`config.mk`:
```
export PLATFORM = sky130hd
export DESIGN_NAME = fpb_host
export DESIGN_NICKNAME = d
export VERILOG_FILES = /design/src/core/fpb_pkg.sv /design/src/core/fpb_bus_cycle.sv /design/src/core/fpb_host.sv
export SDC_FILE = /design/constraint.sdc
export NUM_CORES = 1
export LEC_CHECK = 0
export BUFFER_PORTS_ARGS = -buffer_cell sky130_fd_sc_hd__buf_2
export CORE_UTILIZATION = 30
export CTS_CLUSTER_DIAMETER = 80
export DETAILED_ROUTE_END_ITERATION = 10
export MAX_ROUTING_LAYER = met4
export SLEW_MARGIN = 5
export SYNTH_ARGS = -nofsm -noshare
export SYNTH_HDL_FRONTEND = slang
export SYNTH_SLANG_ARGS = --single-unit
```
`constraint.sdc`:
```
create_clock -name mclk -period 6 [get_ports mclk]
set_clock_uncertainty 0.15 [all_clocks]
set_input_delay 0.6 -clock mclk [delete_from_list [all_inputs] [get_ports mclk]]
set_output_delay 0.6 -clock mclk [all_outputs]
set_load 0.005 [all_outputs]
```
`src/core/fpb_pkg.sv`:
```
// Purpose: Shared constants for the flash block-protect and bus-sequencing host controller.
// Assumes: Controller clock of 250 MHz; flash commands carried in the low data byte.
// Notes:   Bus-cycle phase lengths are in controller cycles; long waits derive from times.
package fpb_pkg;

    // ==========================================================
    // Clock and waits
    // ==========================================================
    // Controller clock period in nanoseconds.
    localparam int CLK_PERIOD_NS = 4;
    // Settling time after raising the reset pin to the high level, in microseconds.
    localparam int VID_WAIT_US = 4;
    // Time between the second protect write and the final protect write, in microseconds.
    localparam int PROT_WAIT_US = 100;
    // Least waits round up to whole cycles.
    localparam int VID_WAIT_CYC = (VID_WAIT_US * 1000 + CLK_PERIOD_NS - 1) / CLK_PERIOD_NS;
    localparam int PROT_WAIT_CYC = (PROT_WAIT_US * 1000 + CLK_PERIOD_NS - 1) / CLK_PERIOD_NS;

    // ==========================================================
    // Bus cycle phases, in controller cycles
    // ==========================================================
    // Address and select set up before the strobe falls.
    localparam logic [7:0] BC_SETUP_CYC = 8'h01;
    // Write strobe low time; data stands on the bus throughout.
    localparam logic [7:0] BC_WR_PULSE_CYC = 8'h03;
    // Output enable low time before read data is sampled.
    localparam logic [7:0] BC_RD_ACCESS_CYC = 8'h14;
    // Hold after the strobe rises.
    localparam logic [7:0] BC_HOLD_CYC = 8'h01;
    // Bus release time so the memory stops driving before the next cycle.
    localparam logic [7:0] BC_TURN_CYC = 8'h04;

    // ==========================================================
    // Commands and protect sequence values
    // ==========================================================
    localparam logic [7:0] CMD_PROTECT_SETUP = 8'h60;
    localparam logic [7:0] CMD_PROTECT_GO = 8'h40;
    localparam logic [7:0] CMD_RESET = 8'hF0;
    localparam logic [7:0] PROTECT_VERIFY_OK = 8'h01;
    localparam logic [4:0] PROTECT_MAX_ATTEMPTS = 5'h19;
    // Identification read address bit positions and their values in a protect address.
    localparam int ID_BIT_A6 = 6;
    localparam int ID_BIT_A1 = 1;
    localparam int ID_BIT_A0 = 0;
    localparam logic ID_VAL_A6 = 1'b0;
    localparam logic ID_VAL_A1 = 1'b1;
    localparam logic ID_VAL_A0 = 1'b0;
    // Bit of the status word that alternates while an automatic operation runs.
    localparam int TOGGLE_BIT = 6;

    // ==========================================================
    // User operations
    // ==========================================================
    typedef enum logic [1:0] {
        FPB_OP_WRITE,
        FPB_OP_READ,
        FPB_OP_POLL,
        FPB_OP_PROTECT
    } fpb_op_t;

endpackage : fpb_pkg

```
`src/core/fpb_bus_cycle.sv`:
```
// Purpose: Runs one asynchronous flash read or write cycle on the memory pins.
// Assumes: Read data on the pins is synchronous to mclk when sampled.
// Notes:   Strobes and selects idle high; data drive is released before done.
`timescale 1ns/10ps
module fpb_bus_cycle
    import fpb_pkg::*;
#(
    parameter int ADDR_W = 21,
    parameter int DATA_W = 16
) (
    // Clock and synchronised reset.
    input wire logic mclk,
    input wire logic rst_sync_n,
    // Cycle request and answer.
    input wire logic start,
    input wire logic is_write,
    input wire logic [ADDR_W-1:0] addr,
    input wire logic [DATA_W-1:0] wdata,
    output logic done,
    output logic [DATA_W-1:0] rdata,
    // Memory pins.
    output logic [ADDR_W-1:0] mem_addr,
    output logic [DATA_W-1:0] dq_out,
    output logic dq_oe,
    input wire logic [DATA_W-1:0] dq_in,
    output logic we_n,
    output logic oe_n,
    output logic flash_select_n
);

    // ==========================================================
    // Phase sequencer
    // ==========================================================
    typedef enum logic [2:0] {BC_IDLE, BC_SETUP, BC_STROBE, BC_HOLD, BC_TURN} fpb_bc_t;
    fpb_bc_t state_ff;
    logic [7:0] cnt_ff; // Cycles left in the current phase.
    logic wr_ff; // Current cycle is a write.
    logic last; // Last cycle of the current phase.

    assign last = (cnt_ff == 8'h00);

    // Steps through the phases of one cycle.
    always_ff @(posedge mclk or negedge rst_sync_n) begin
        if (!rst_sync_n) begin
            state_ff <= BC_IDLE;
            cnt_ff <= 8'h00;
            wr_ff <= 1'b0;
        end else begin
            unique case (state_ff)
                BC_IDLE: begin
                    if (start) begin
                        state_ff <= BC_SETUP;
                        cnt_ff <= BC_SETUP_CYC - 8'h01;
                        wr_ff <= is_write;
                    end
                end
                BC_SETUP: begin
                    if (last) begin
                        state_ff <= BC_STROBE;
                        cnt_ff <= wr_ff ? BC_WR_PULSE_CYC - 8'h01 : BC_RD_ACCESS_CYC - 8'h01;
                    end else begin
                        cnt_ff <= cnt_ff - 8'h01;
                    end
                end
                BC_STROBE: begin
                    if (last) begin
                        state_ff <= BC_HOLD;
                        cnt_ff <= BC_HOLD_CYC - 8'h01;
                    end else begin
                        cnt_ff <= cnt_ff - 8'h01;
                    end
                end
                BC_HOLD: begin
                    if (last) begin
                        state_ff <= BC_TURN;
                        cnt_ff <= BC_TURN_CYC - 8'h01;
                    end else begin
                        cnt_ff <= cnt_ff - 8'h01;
                    end
                end
                BC_TURN: begin
                    if (last) begin
                        state_ff <= BC_IDLE;
                    end else begin
                        cnt_ff <= cnt_ff - 8'h01;
                    end
                end
            endcase
        end
    end

    // ==========================================================
    // Pin drive
    // ==========================================================
    // Strobes idle high from reset so no spurious command edge is made at power-up.
    always_ff @(posedge mclk or negedge rst_sync_n) begin
        if (!rst_sync_n) begin
            we_n <= 1'b1;
            oe_n <= 1'b1;
            flash_select_n <= 1'b1;
            mem_addr <= '0;
            dq_out <= '0;
            dq_oe <= 1'b0;
            rdata <= '0;
            done <= 1'b0;
        end else begin
            done <= 1'b0;
            unique case (state_ff)
                BC_IDLE: begin
                    if (start) begin
                        mem_addr <= addr;
                        flash_select_n <= 1'b0;
                        dq_out <= wdata;
                        // Data drives only for writes; reads leave the bus to the memory.
                        dq_oe <= is_write;
                    end
                end
                BC_SETUP: begin
                    if (last) begin
                        // Write strobe stays high through any read.
                        we_n <= ~wr_ff;
                        oe_n <= wr_ff;
                    end
                end
                BC_STROBE: begin
                    if (last) begin
                        // Write data has stood with the strobe low for several cycles.
                        we_n <= 1'b1;
                        oe_n <= 1'b1;
                        if (!wr_ff) begin
                            rdata <= dq_in;
                        end
                    end
                end
                BC_HOLD: begin
                    if (last) begin
                        dq_oe <= 1'b0;
                        flash_select_n <= 1'b1;
                    end
                end
                BC_TURN: begin
                    // Nobody drives here while the memory outputs float off.
                    if (last) begin
                        done <= 1'b1;
                    end
                end
            endcase
        end
    end

endmodule : fpb_bus_cycle

```
`src/core/fpb_host.sv`:
```
// Purpose: Host controller for a flash and SRAM memory package: single cycles,
//          toggle-bit polling and the raised-voltage block protect sequence.
// Assumes: One clock mclk at 250 MHz; memory pins are sampled synchronously.
// Notes:   The SRAM is held deselected; only the flash is addressed.
`timescale 1ns/10ps

module fpb_host
    import fpb_pkg::*;
#(
    parameter int ADDR_W = 21,
    parameter int DATA_W = 16,
    parameter int PROT_WAIT = PROT_WAIT_CYC
) (
    // Clock and reset.
    input wire logic mclk,
    input wire logic rst_n,
    // User command port.
    input wire logic cmd_valid,
    input wire logic [1:0] cmd_op,
    input wire logic [ADDR_W-1:0] cmd_addr,
    input wire logic [DATA_W-1:0] cmd_data,
    output logic cmd_ready,
    // User answer port.
    output logic rsp_done,
    output logic [DATA_W-1:0] rsp_data,
    output logic rsp_fail,
    // Flash pins.
    output logic [ADDR_W-1:0] mem_addr,
    output logic [DATA_W-1:0] dq_out,
    output logic dq_oe,
    input wire logic [DATA_W-1:0] dq_in,
    output logic we_n,
    output logic oe_n,
    output logic flash_select_n,
    // SRAM selects, held inactive.
    output logic sram_select_active_low,
    output logic sram_select_active_high,
    // Reset pin high-voltage request.
    output logic raised_reset_voltage
);

    // ==========================================================
    // Reset synchroniser
    // ==========================================================
    logic rst_meta_ff; // First stage, read only by the second.
    logic rst_sync_ff; // Synchronised active-low reset.

    // Asserts at once, releases after two edges.
    always_ff @(posedge mclk or negedge rst_n) begin
        if (!rst_n) begin
            rst_meta_ff <= 1'b0;
            rst_sync_ff <= 1'b0;
        end else begin
            rst_meta_ff <= 1'b1;
            rst_sync_ff <= rst_meta_ff;
        end
    end

    // ==========================================================
    // Protect address helper
    // ==========================================================
    // Places the identification read pattern into a block address.
    function automatic logic [ADDR_W-1:0] prot_addr(input logic [ADDR_W-1:0] blk);
        logic [ADDR_W-1:0] a;
        a = blk;
        a[ID_BIT_A6] = ID_VAL_A6;
        a[ID_BIT_A1] = ID_VAL_A1;
        a[ID_BIT_A0] = ID_VAL_A0;
        return a;
    endfunction : prot_addr

    // ==========================================================
    // Bus cycle engine
    // ==========================================================
    logic bc_start_ff; // One-cycle start pulse.
    logic bc_write_ff; // Requested cycle is a write.
    logic [ADDR_W-1:0] bc_addr_ff; // Requested address.
    logic [DATA_W-1:0] bc_data_ff; // Requested write data.
    logic bc_done; // Cycle finished, bus released.
    logic [DATA_W-1:0] bc_rdata; // Data of the last read.

    fpb_bus_cycle #(.ADDR_W(ADDR_W), .DATA_W(DATA_W)) u_cycle (
        .mclk(mclk),
        .rst_sync_n(rst_sync_ff),
        .start(bc_start_ff),
        .is_write(bc_write_ff),
        .addr(bc_addr_ff),
        .wdata(bc_data_ff),
        .done(bc_done),
        .rdata(bc_rdata),
        .mem_addr(mem_addr),
        .dq_out(dq_out),
        .dq_oe(dq_oe),
        .dq_in(dq_in),
        .we_n(we_n),
        .oe_n(oe_n),
        .flash_select_n(flash_select_n)
    );

    // ==========================================================
    // Sequencer
    // ==========================================================
    typedef enum logic [3:0] {
        ST_IDLE, ST_SINGLE, ST_POLL, ST_VID_WAIT, ST_PW1, ST_PW2, ST_PWAIT,
        ST_PW3, ST_PVERIFY, ST_PRESET
    } fpb_state_t;
    fpb_state_t state_ff;
    logic [15:0] timer_ff; // Wait counter.
    logic [4:0] attempt_ff; // Protect attempt count.
    logic [ADDR_W-1:0] blk_ff; // Block or poll address.
    logic last_tog_ff; // Toggle bit from the previous poll read.
    logic poll_first_ff; // Next poll read is the first.
    logic fail_ff; // Protect ran out of attempts.

    // Requests one bus cycle on the next edge.
    task automatic issue(input logic wr, input logic [ADDR_W-1:0] a, input logic [DATA_W-1:0] d);
        bc_start_ff <= 1'b1;
        bc_write_ff <= wr;
        bc_addr_ff <= a;
        bc_data_ff <= d;
    endtask : issue

    // Main control: accepts user operations and walks the protect flow.
    always_ff @(posedge mclk or negedge rst_sync_ff) begin
        if (!rst_sync_ff) begin
            state_ff <= ST_IDLE;
            timer_ff <= 16'h0000;
            attempt_ff <= 5'h00;
            blk_ff <= '0;
            last_tog_ff <= 1'b0;
            poll_first_ff <= 1'b0;
            fail_ff <= 1'b0;
            bc_start_ff <= 1'b0;
            bc_write_ff <= 1'b0;
            bc_addr_ff <= '0;
            bc_data_ff <= '0;
            cmd_ready <= 1'b0;
            rsp_done <= 1'b0;
            rsp_data <= '0;
            rsp_fail <= 1'b0;
            raised_reset_voltage <= 1'b0;
        end else begin
            bc_start_ff <= 1'b0;
            rsp_done <= 1'b0;
            cmd_ready <= (state_ff == ST_IDLE) && !cmd_valid;
            unique case (state_ff)
                ST_IDLE: begin
                    // A command is taken when ready was shown the cycle before.
                    if (cmd_valid && cmd_ready) begin
                        cmd_ready <= 1'b0;
                        blk_ff <= cmd_addr;
                        unique case (fpb_op_t'(cmd_op))
                            FPB_OP_WRITE: begin
                                issue(1'b1, cmd_addr, cmd_data);
                                state_ff <= ST_SINGLE;
                            end
                            FPB_OP_READ: begin
                                issue(1'b0, cmd_addr, '0);
                                state_ff <= ST_SINGLE;
                            end
                            FPB_OP_POLL: begin
                                // Poll address is the user's programmed or erasing address.
                                issue(1'b0, cmd_addr, '0);
                                poll_first_ff <= 1'b1;
                                state_ff <= ST_POLL;
                            end
                            FPB_OP_PROTECT: begin
                                raised_reset_voltage <= 1'b1;
                                timer_ff <= 16'(VID_WAIT_CYC - 1);
                                attempt_ff <= 5'h01;
                                fail_ff <= 1'b0;
                                state_ff <= ST_VID_WAIT;
                            end
                        endcase
                    end
                end
                ST_SINGLE: begin
                    if (bc_done) begin
                        rsp_data <= bc_rdata;
                        rsp_fail <= 1'b0;
                        rsp_done <= 1'b1;
                        state_ff <= ST_IDLE;
                    end
                end
                ST_POLL: begin
                    // Busy while the toggle bit differs between two reads.
                    if (bc_done) begin
                        last_tog_ff <= bc_rdata[TOGGLE_BIT];
                        poll_first_ff <= 1'b0;
                        if (!poll_first_ff && bc_rdata[TOGGLE_BIT] == last_tog_ff) begin
                            rsp_data <= bc_rdata;
                            rsp_fail <= 1'b0;
                            rsp_done <= 1'b1;
                            state_ff <= ST_IDLE;
                        end else begin
                            issue(1'b0, blk_ff, '0);
                        end
                    end
                end
                ST_VID_WAIT: begin
                    if (timer_ff == 16'h0000) begin
                        issue(1'b1, '0, DATA_W'(CMD_PROTECT_SETUP));
                        state_ff <= ST_PW1;
                    end else begin
                        timer_ff <= timer_ff - 16'h0001;
                    end
                end
                ST_PW1: begin
                    if (bc_done) begin
                        issue(1'b1, prot_addr(blk_ff), DATA_W'(CMD_PROTECT_SETUP));
                        state_ff <= ST_PW2;
                    end
                end
                ST_PW2: begin
                    if (bc_done) begin
                        timer_ff <= 16'(PROT_WAIT - 1);
                        state_ff <= ST_PWAIT;
                    end
                end
                ST_PWAIT: begin
                    if (timer_ff == 16'h0000) begin
                        issue(1'b1, '0, DATA_W'(CMD_PROTECT_GO));
                        state_ff <= ST_PW3;
                    end else begin
                        timer_ff <= timer_ff - 16'h0001;
                    end
                end
                ST_PW3: begin
                    if (bc_done) begin
                        issue(1'b0, prot_addr(blk_ff), '0);
                        state_ff <= ST_PVERIFY;
                    end
                end
                ST_PVERIFY: begin
                    if (bc_done) begin
                        rsp_data <= bc_rdata;
                        if (bc_rdata[7:0] == PROTECT_VERIFY_OK) begin
                            raised_reset_voltage <= 1'b0;
                            issue(1'b1, '0, DATA_W'(CMD_RESET));
                            state_ff <= ST_PRESET;
                        end else if (attempt_ff == PROTECT_MAX_ATTEMPTS) begin
                            fail_ff <= 1'b1;
                            raised_reset_voltage <= 1'b0;
                            issue(1'b1, '0, DATA_W'(CMD_RESET));
                            state_ff <= ST_PRESET;
                        end else begin
                            attempt_ff <= attempt_ff + 5'h01;
                            issue(1'b1, '0, DATA_W'(CMD_PROTECT_SETUP));
                            state_ff <= ST_PW1;
                        end
                    end
                end
                ST_PRESET: begin
                    if (bc_done) begin
                        rsp_fail <= fail_ff;
                        rsp_done <= 1'b1;
                        state_ff <= ST_IDLE;
                    end
                end
            endcase
        end
    end

    // ==========================================================
    // SRAM selects
    // ==========================================================
    // The SRAM stays deselected so it never contends with flash on the data pins.
    always_ff @(posedge mclk or negedge rst_sync_ff) begin
        if (!rst_sync_ff) begin
            sram_select_active_low <= 1'b1;
            sram_select_active_high <= 1'b0;
        end else begin
            sram_select_active_low <= 1'b1;
            sram_select_active_high <= 1'b0;
        end
    end

endmodule : fpb_host

```
==> flow_summary.yaml <==
run_status:
  status: "complete, no violations"
worst_hold_path:
  hold-path-endpoint: "cmd_ready$_DFF_PN0_"
  min_from: "cmd_valid"
  worstHoldPathCells: 2
  holdCritPathClass: "in2reg"
synthesis:
  synth_compound_area_share_pct: 11.48
  async_reset_ff_share_pct: 100.0
  synth_top_area_share_pct: 52.35
  yosysSeqAreaShare_pct: 53.28
  netlist_area_mm2: 0.008461
  syn_inst: 733
  synth.area.top_cells: "dfrtp_1, mux2_2, nand2_1, a22o_1, o21ai_0"
  ys.flop_type: "dfrtp_1"
  synthMuxAreaShare_pct: 16.95
  synth-edff-count: 0
  synthDistinctLibCells: 72
  synth_fa_ha_area_share_pct: 1.479
  synth_simple_gate_area_share_pct: 11.55
  synth_top_family_by_area: "multiplexers"
  syn_avg_cell_area_um2: 11.54
  synth.ff_latch_count: 180
  synth_area_leader_cell: "dfrtp_1"
  synth_xor_area_share_pct: 1.760
  yosysWarnings: 0
detailed_routing:
  detail_route.wl_per_cell_um: 15.36
  routed_wl_mm: 19.00
  drt_iter0_drc: 334
  dr.pass1.iters: 4
  drc_errors: 0
  vias_per_cell: 4.801
  vias: 5939
  ant_nets: 0
worst_setup_path:
  rr_startpoint: "state_ff[1]$_DFFE_PN0P_"
  required_ns: 6.16
  max_stage_delay_ns: 0.90
  ff2ff_path_depth: 4
  arrival_ns: 3.35
  critPathKind: "reg2reg"
  crit_slowest_cell: "dfrtp_1"
  cp-end-kind: "register"
  r2r-end: "rsp_data[7]$_DFFE_PN0P_"
  worstSetupStartpointType: "register"
  rrSetupSlack_ns: 2.81
  critPathMaxFanout: 30
  crit_path_cell_trace: "nor2b_1 -> a211oi_1 -> or4b_1 -> mux2_2"
placement:
  gp_congestion: 0.8359
  hpwl_mm: 12.71
  portBuffers: 118
  placed_area_mm2: 0.009443
  dp.cells: 1199
  place_ws_ns: 2.840
clocking:
  numCtsBuffers: 17
  cts_max_level: 4
  clock_path_buffers: 2
  clk_pin_slew_ns: 0.07
  cts-root-buf: "clkbuf_16"
  insertion_delay_ns: 0.43
  cts_sinks: 180
  postCtsSetupBuffers: 0
  cts_tree: "built"
pwr:
  power.density_mw_per_mm2: 358.9
  p_leak_nw: 4.708
  ir_worst_vdd_mv: 0.1961
sta:
  slew_headroom_pct: 31.20
  setup_violations: 0
  final_hold_viol_count: 0
  fin_crit_ns: 3.189
  rsz0062_at_grt: "false"
  maxSlewViolCount: 0
  setup_ws_ns: 2.811
  fmax_ghz: 0.3136
  tightestPinTransition_ns: 1.028
  setup_tns_ns: 0
  post-route-period-util_pct: 53.15
floorplanning:
  fp.coreArea_mm2: 0.02778
  rows: 61
  start_util_pct: 30.45
  dieArea_mm2: 0.02888
  io_pins: 121
  dieWidth_um: 169.9
  die_y_um: 169.9
layout:
  area_delta_synth_final_pct: 18.84
  fin_cells: 1237
  drive_above_1_share_pct: 34.19
  nets: 909
  final_common_cell: "dfrtp_1"
  final_cell_area_mm2: 0.01005
  utilization_pct: 36.19
  final_cell_mix: "dfrtp_1, buf_2, mux2_2, nand2_1, nor2_1"
grt:
  grt_max_degree: 179
  grt_pass1_wl_mm: 31.17
  grt_pass1_vias: 5904
  grtUsageTotal_pct: 14.12
  antenna_found_initial: 5
  grt_overflow_total: 0
run:
  maxCapViolCount: 0
[cell usage after synthesis (all sizes together), types with 3 or more instances]
master	count
a211o	4
a21o	3
a21oi	30
a22o	21
a31oi	7
and2	7
and3	4
buf	16
clkbuf	25
dfrtp	177
dfstp	3
ha	10
inv	27
mux2	114
mux2i	15
nand2	56
nand2b	9
nand3	12
nor2	45
nor2b	3
nor3	18
nor3b	3
nor4	6
nor4b	3
o21a	3
o21ai	34
o22a	3
o22ai	7
o31ai	5
or3	3
or4	3
xnor2	4
xor2	13
[worst max-delay path, delay by kind of cell (launching register included)]
kind | cells | cell delay [ns]
multiplexers | 1 | 0.41
AO/OA/AOI/OAI | 1 | 0.15
flip-flops | 1 | 0.90
AND/OR/NAND/NOR | 2 | 1.44
[flip-flops by register name, indices dropped and copies added, names as in the netlist, 3 cells and up]
register	count
bc_addr_ff	21
attempt_ff	5
rsp_data	16
state_ff	4
timer_ff	16
u_cycle.rdata	16
u_cycle.state_ff	3
bc_data_ff	16
u_cycle.cnt_ff	8
u_cycle.mem_addr	21
blk_ff	21
u_cycle.dq_out	16
[what timing repair did]
action | CTS | global route
hold buffers | 1 | 0
hold endpoints to repair | 2 | 0
gates resized for setup | 0 | 0
[final cells by class]
class | instances | area, µm²
Antenna cell | 5 | 12.51
Multi-Input combinational cell | 486 | 3679
Tap cell | 378 | 473.0
Sequential cell | 180 | 4512
Clock buffer | 17 | 425.4
Fill cell | 2829 | 17730
Clock inverter | 15 | 163.9
Timing Repair Buffer | 129 | 688.2
Inverter | 27 | 101.3
[routing by layer]
layer  track usage, %  share of wire [%]  vias to the layer above
met4            4.034               0.62                        0
met5                -                  0                        -
met1            18.02                 47                     2979
met2            21.83                 48                      106
met3            3.907                4.5                        8
li1                 -                  -                     2846
[through the flow]
step                      power [W]  hold slack (ns)
final                      0.003609           0.1941
after global routing       0.003850           0.1855
after CTS                  0.003664           0.1643
after detailed placement   0.002540           0.1934
after global placement     0.002523           0.1886
after floorplan            0.002293           0.1544
[logic make-up (layout without fill, tap and decap cells)]
kind of cell / after synthesis / in the layout
compound gates: 141 / 141
xor+xnor: 17 / 17
fa+ha+maj: 10 / 10
buf+inv: 68 / 188
flops: 180 / 180
mux: 129 / 129
other cells: 2 / 8
simple gates: 186 / 186
[worst max-delay path by stage]
| stage | startpoint | endpoint | slack, ns | cells after the start |
|---|---|---|---|---|
| floorplan | rst_sync_ff$_DFF_PN0_ | attempt_ff[0]$_DFFE_PN0P_ | 0.47 | 0 |
| global placement | state_ff[1]$_DFFE_PN0P_ | rsp_data[1]$_DFFE_PN0P_ | 2.92 | 4 |
| detailed placement | state_ff[1]$_DFFE_PN0P_ | rsp_data[7]$_DFFE_PN0P_ | 2.84 | 4 |
| CTS | state_ff[1]$_DFFE_PN0P_ | rsp_data[7]$_DFFE_PN0P_ | 2.82 | 4 |
| global route | state_ff[0]$_DFFE_PN0P_ | timer_ff[15]$_DFFE_PN0P_ | 2.59 | 6 |
| finish | state_ff[1]$_DFFE_PN0P_ | rsp_data[7]$_DFFE_PN0P_ | 2.81 | 4 |
[report_power, final]
part / switching [W] / internal (W)
Sequential: 0.000166 / 0.00135
Combinational: 0.000561 / 0.000435
Clock: 0.000541 / 0.000559
(Power assumes the default switching activity.)
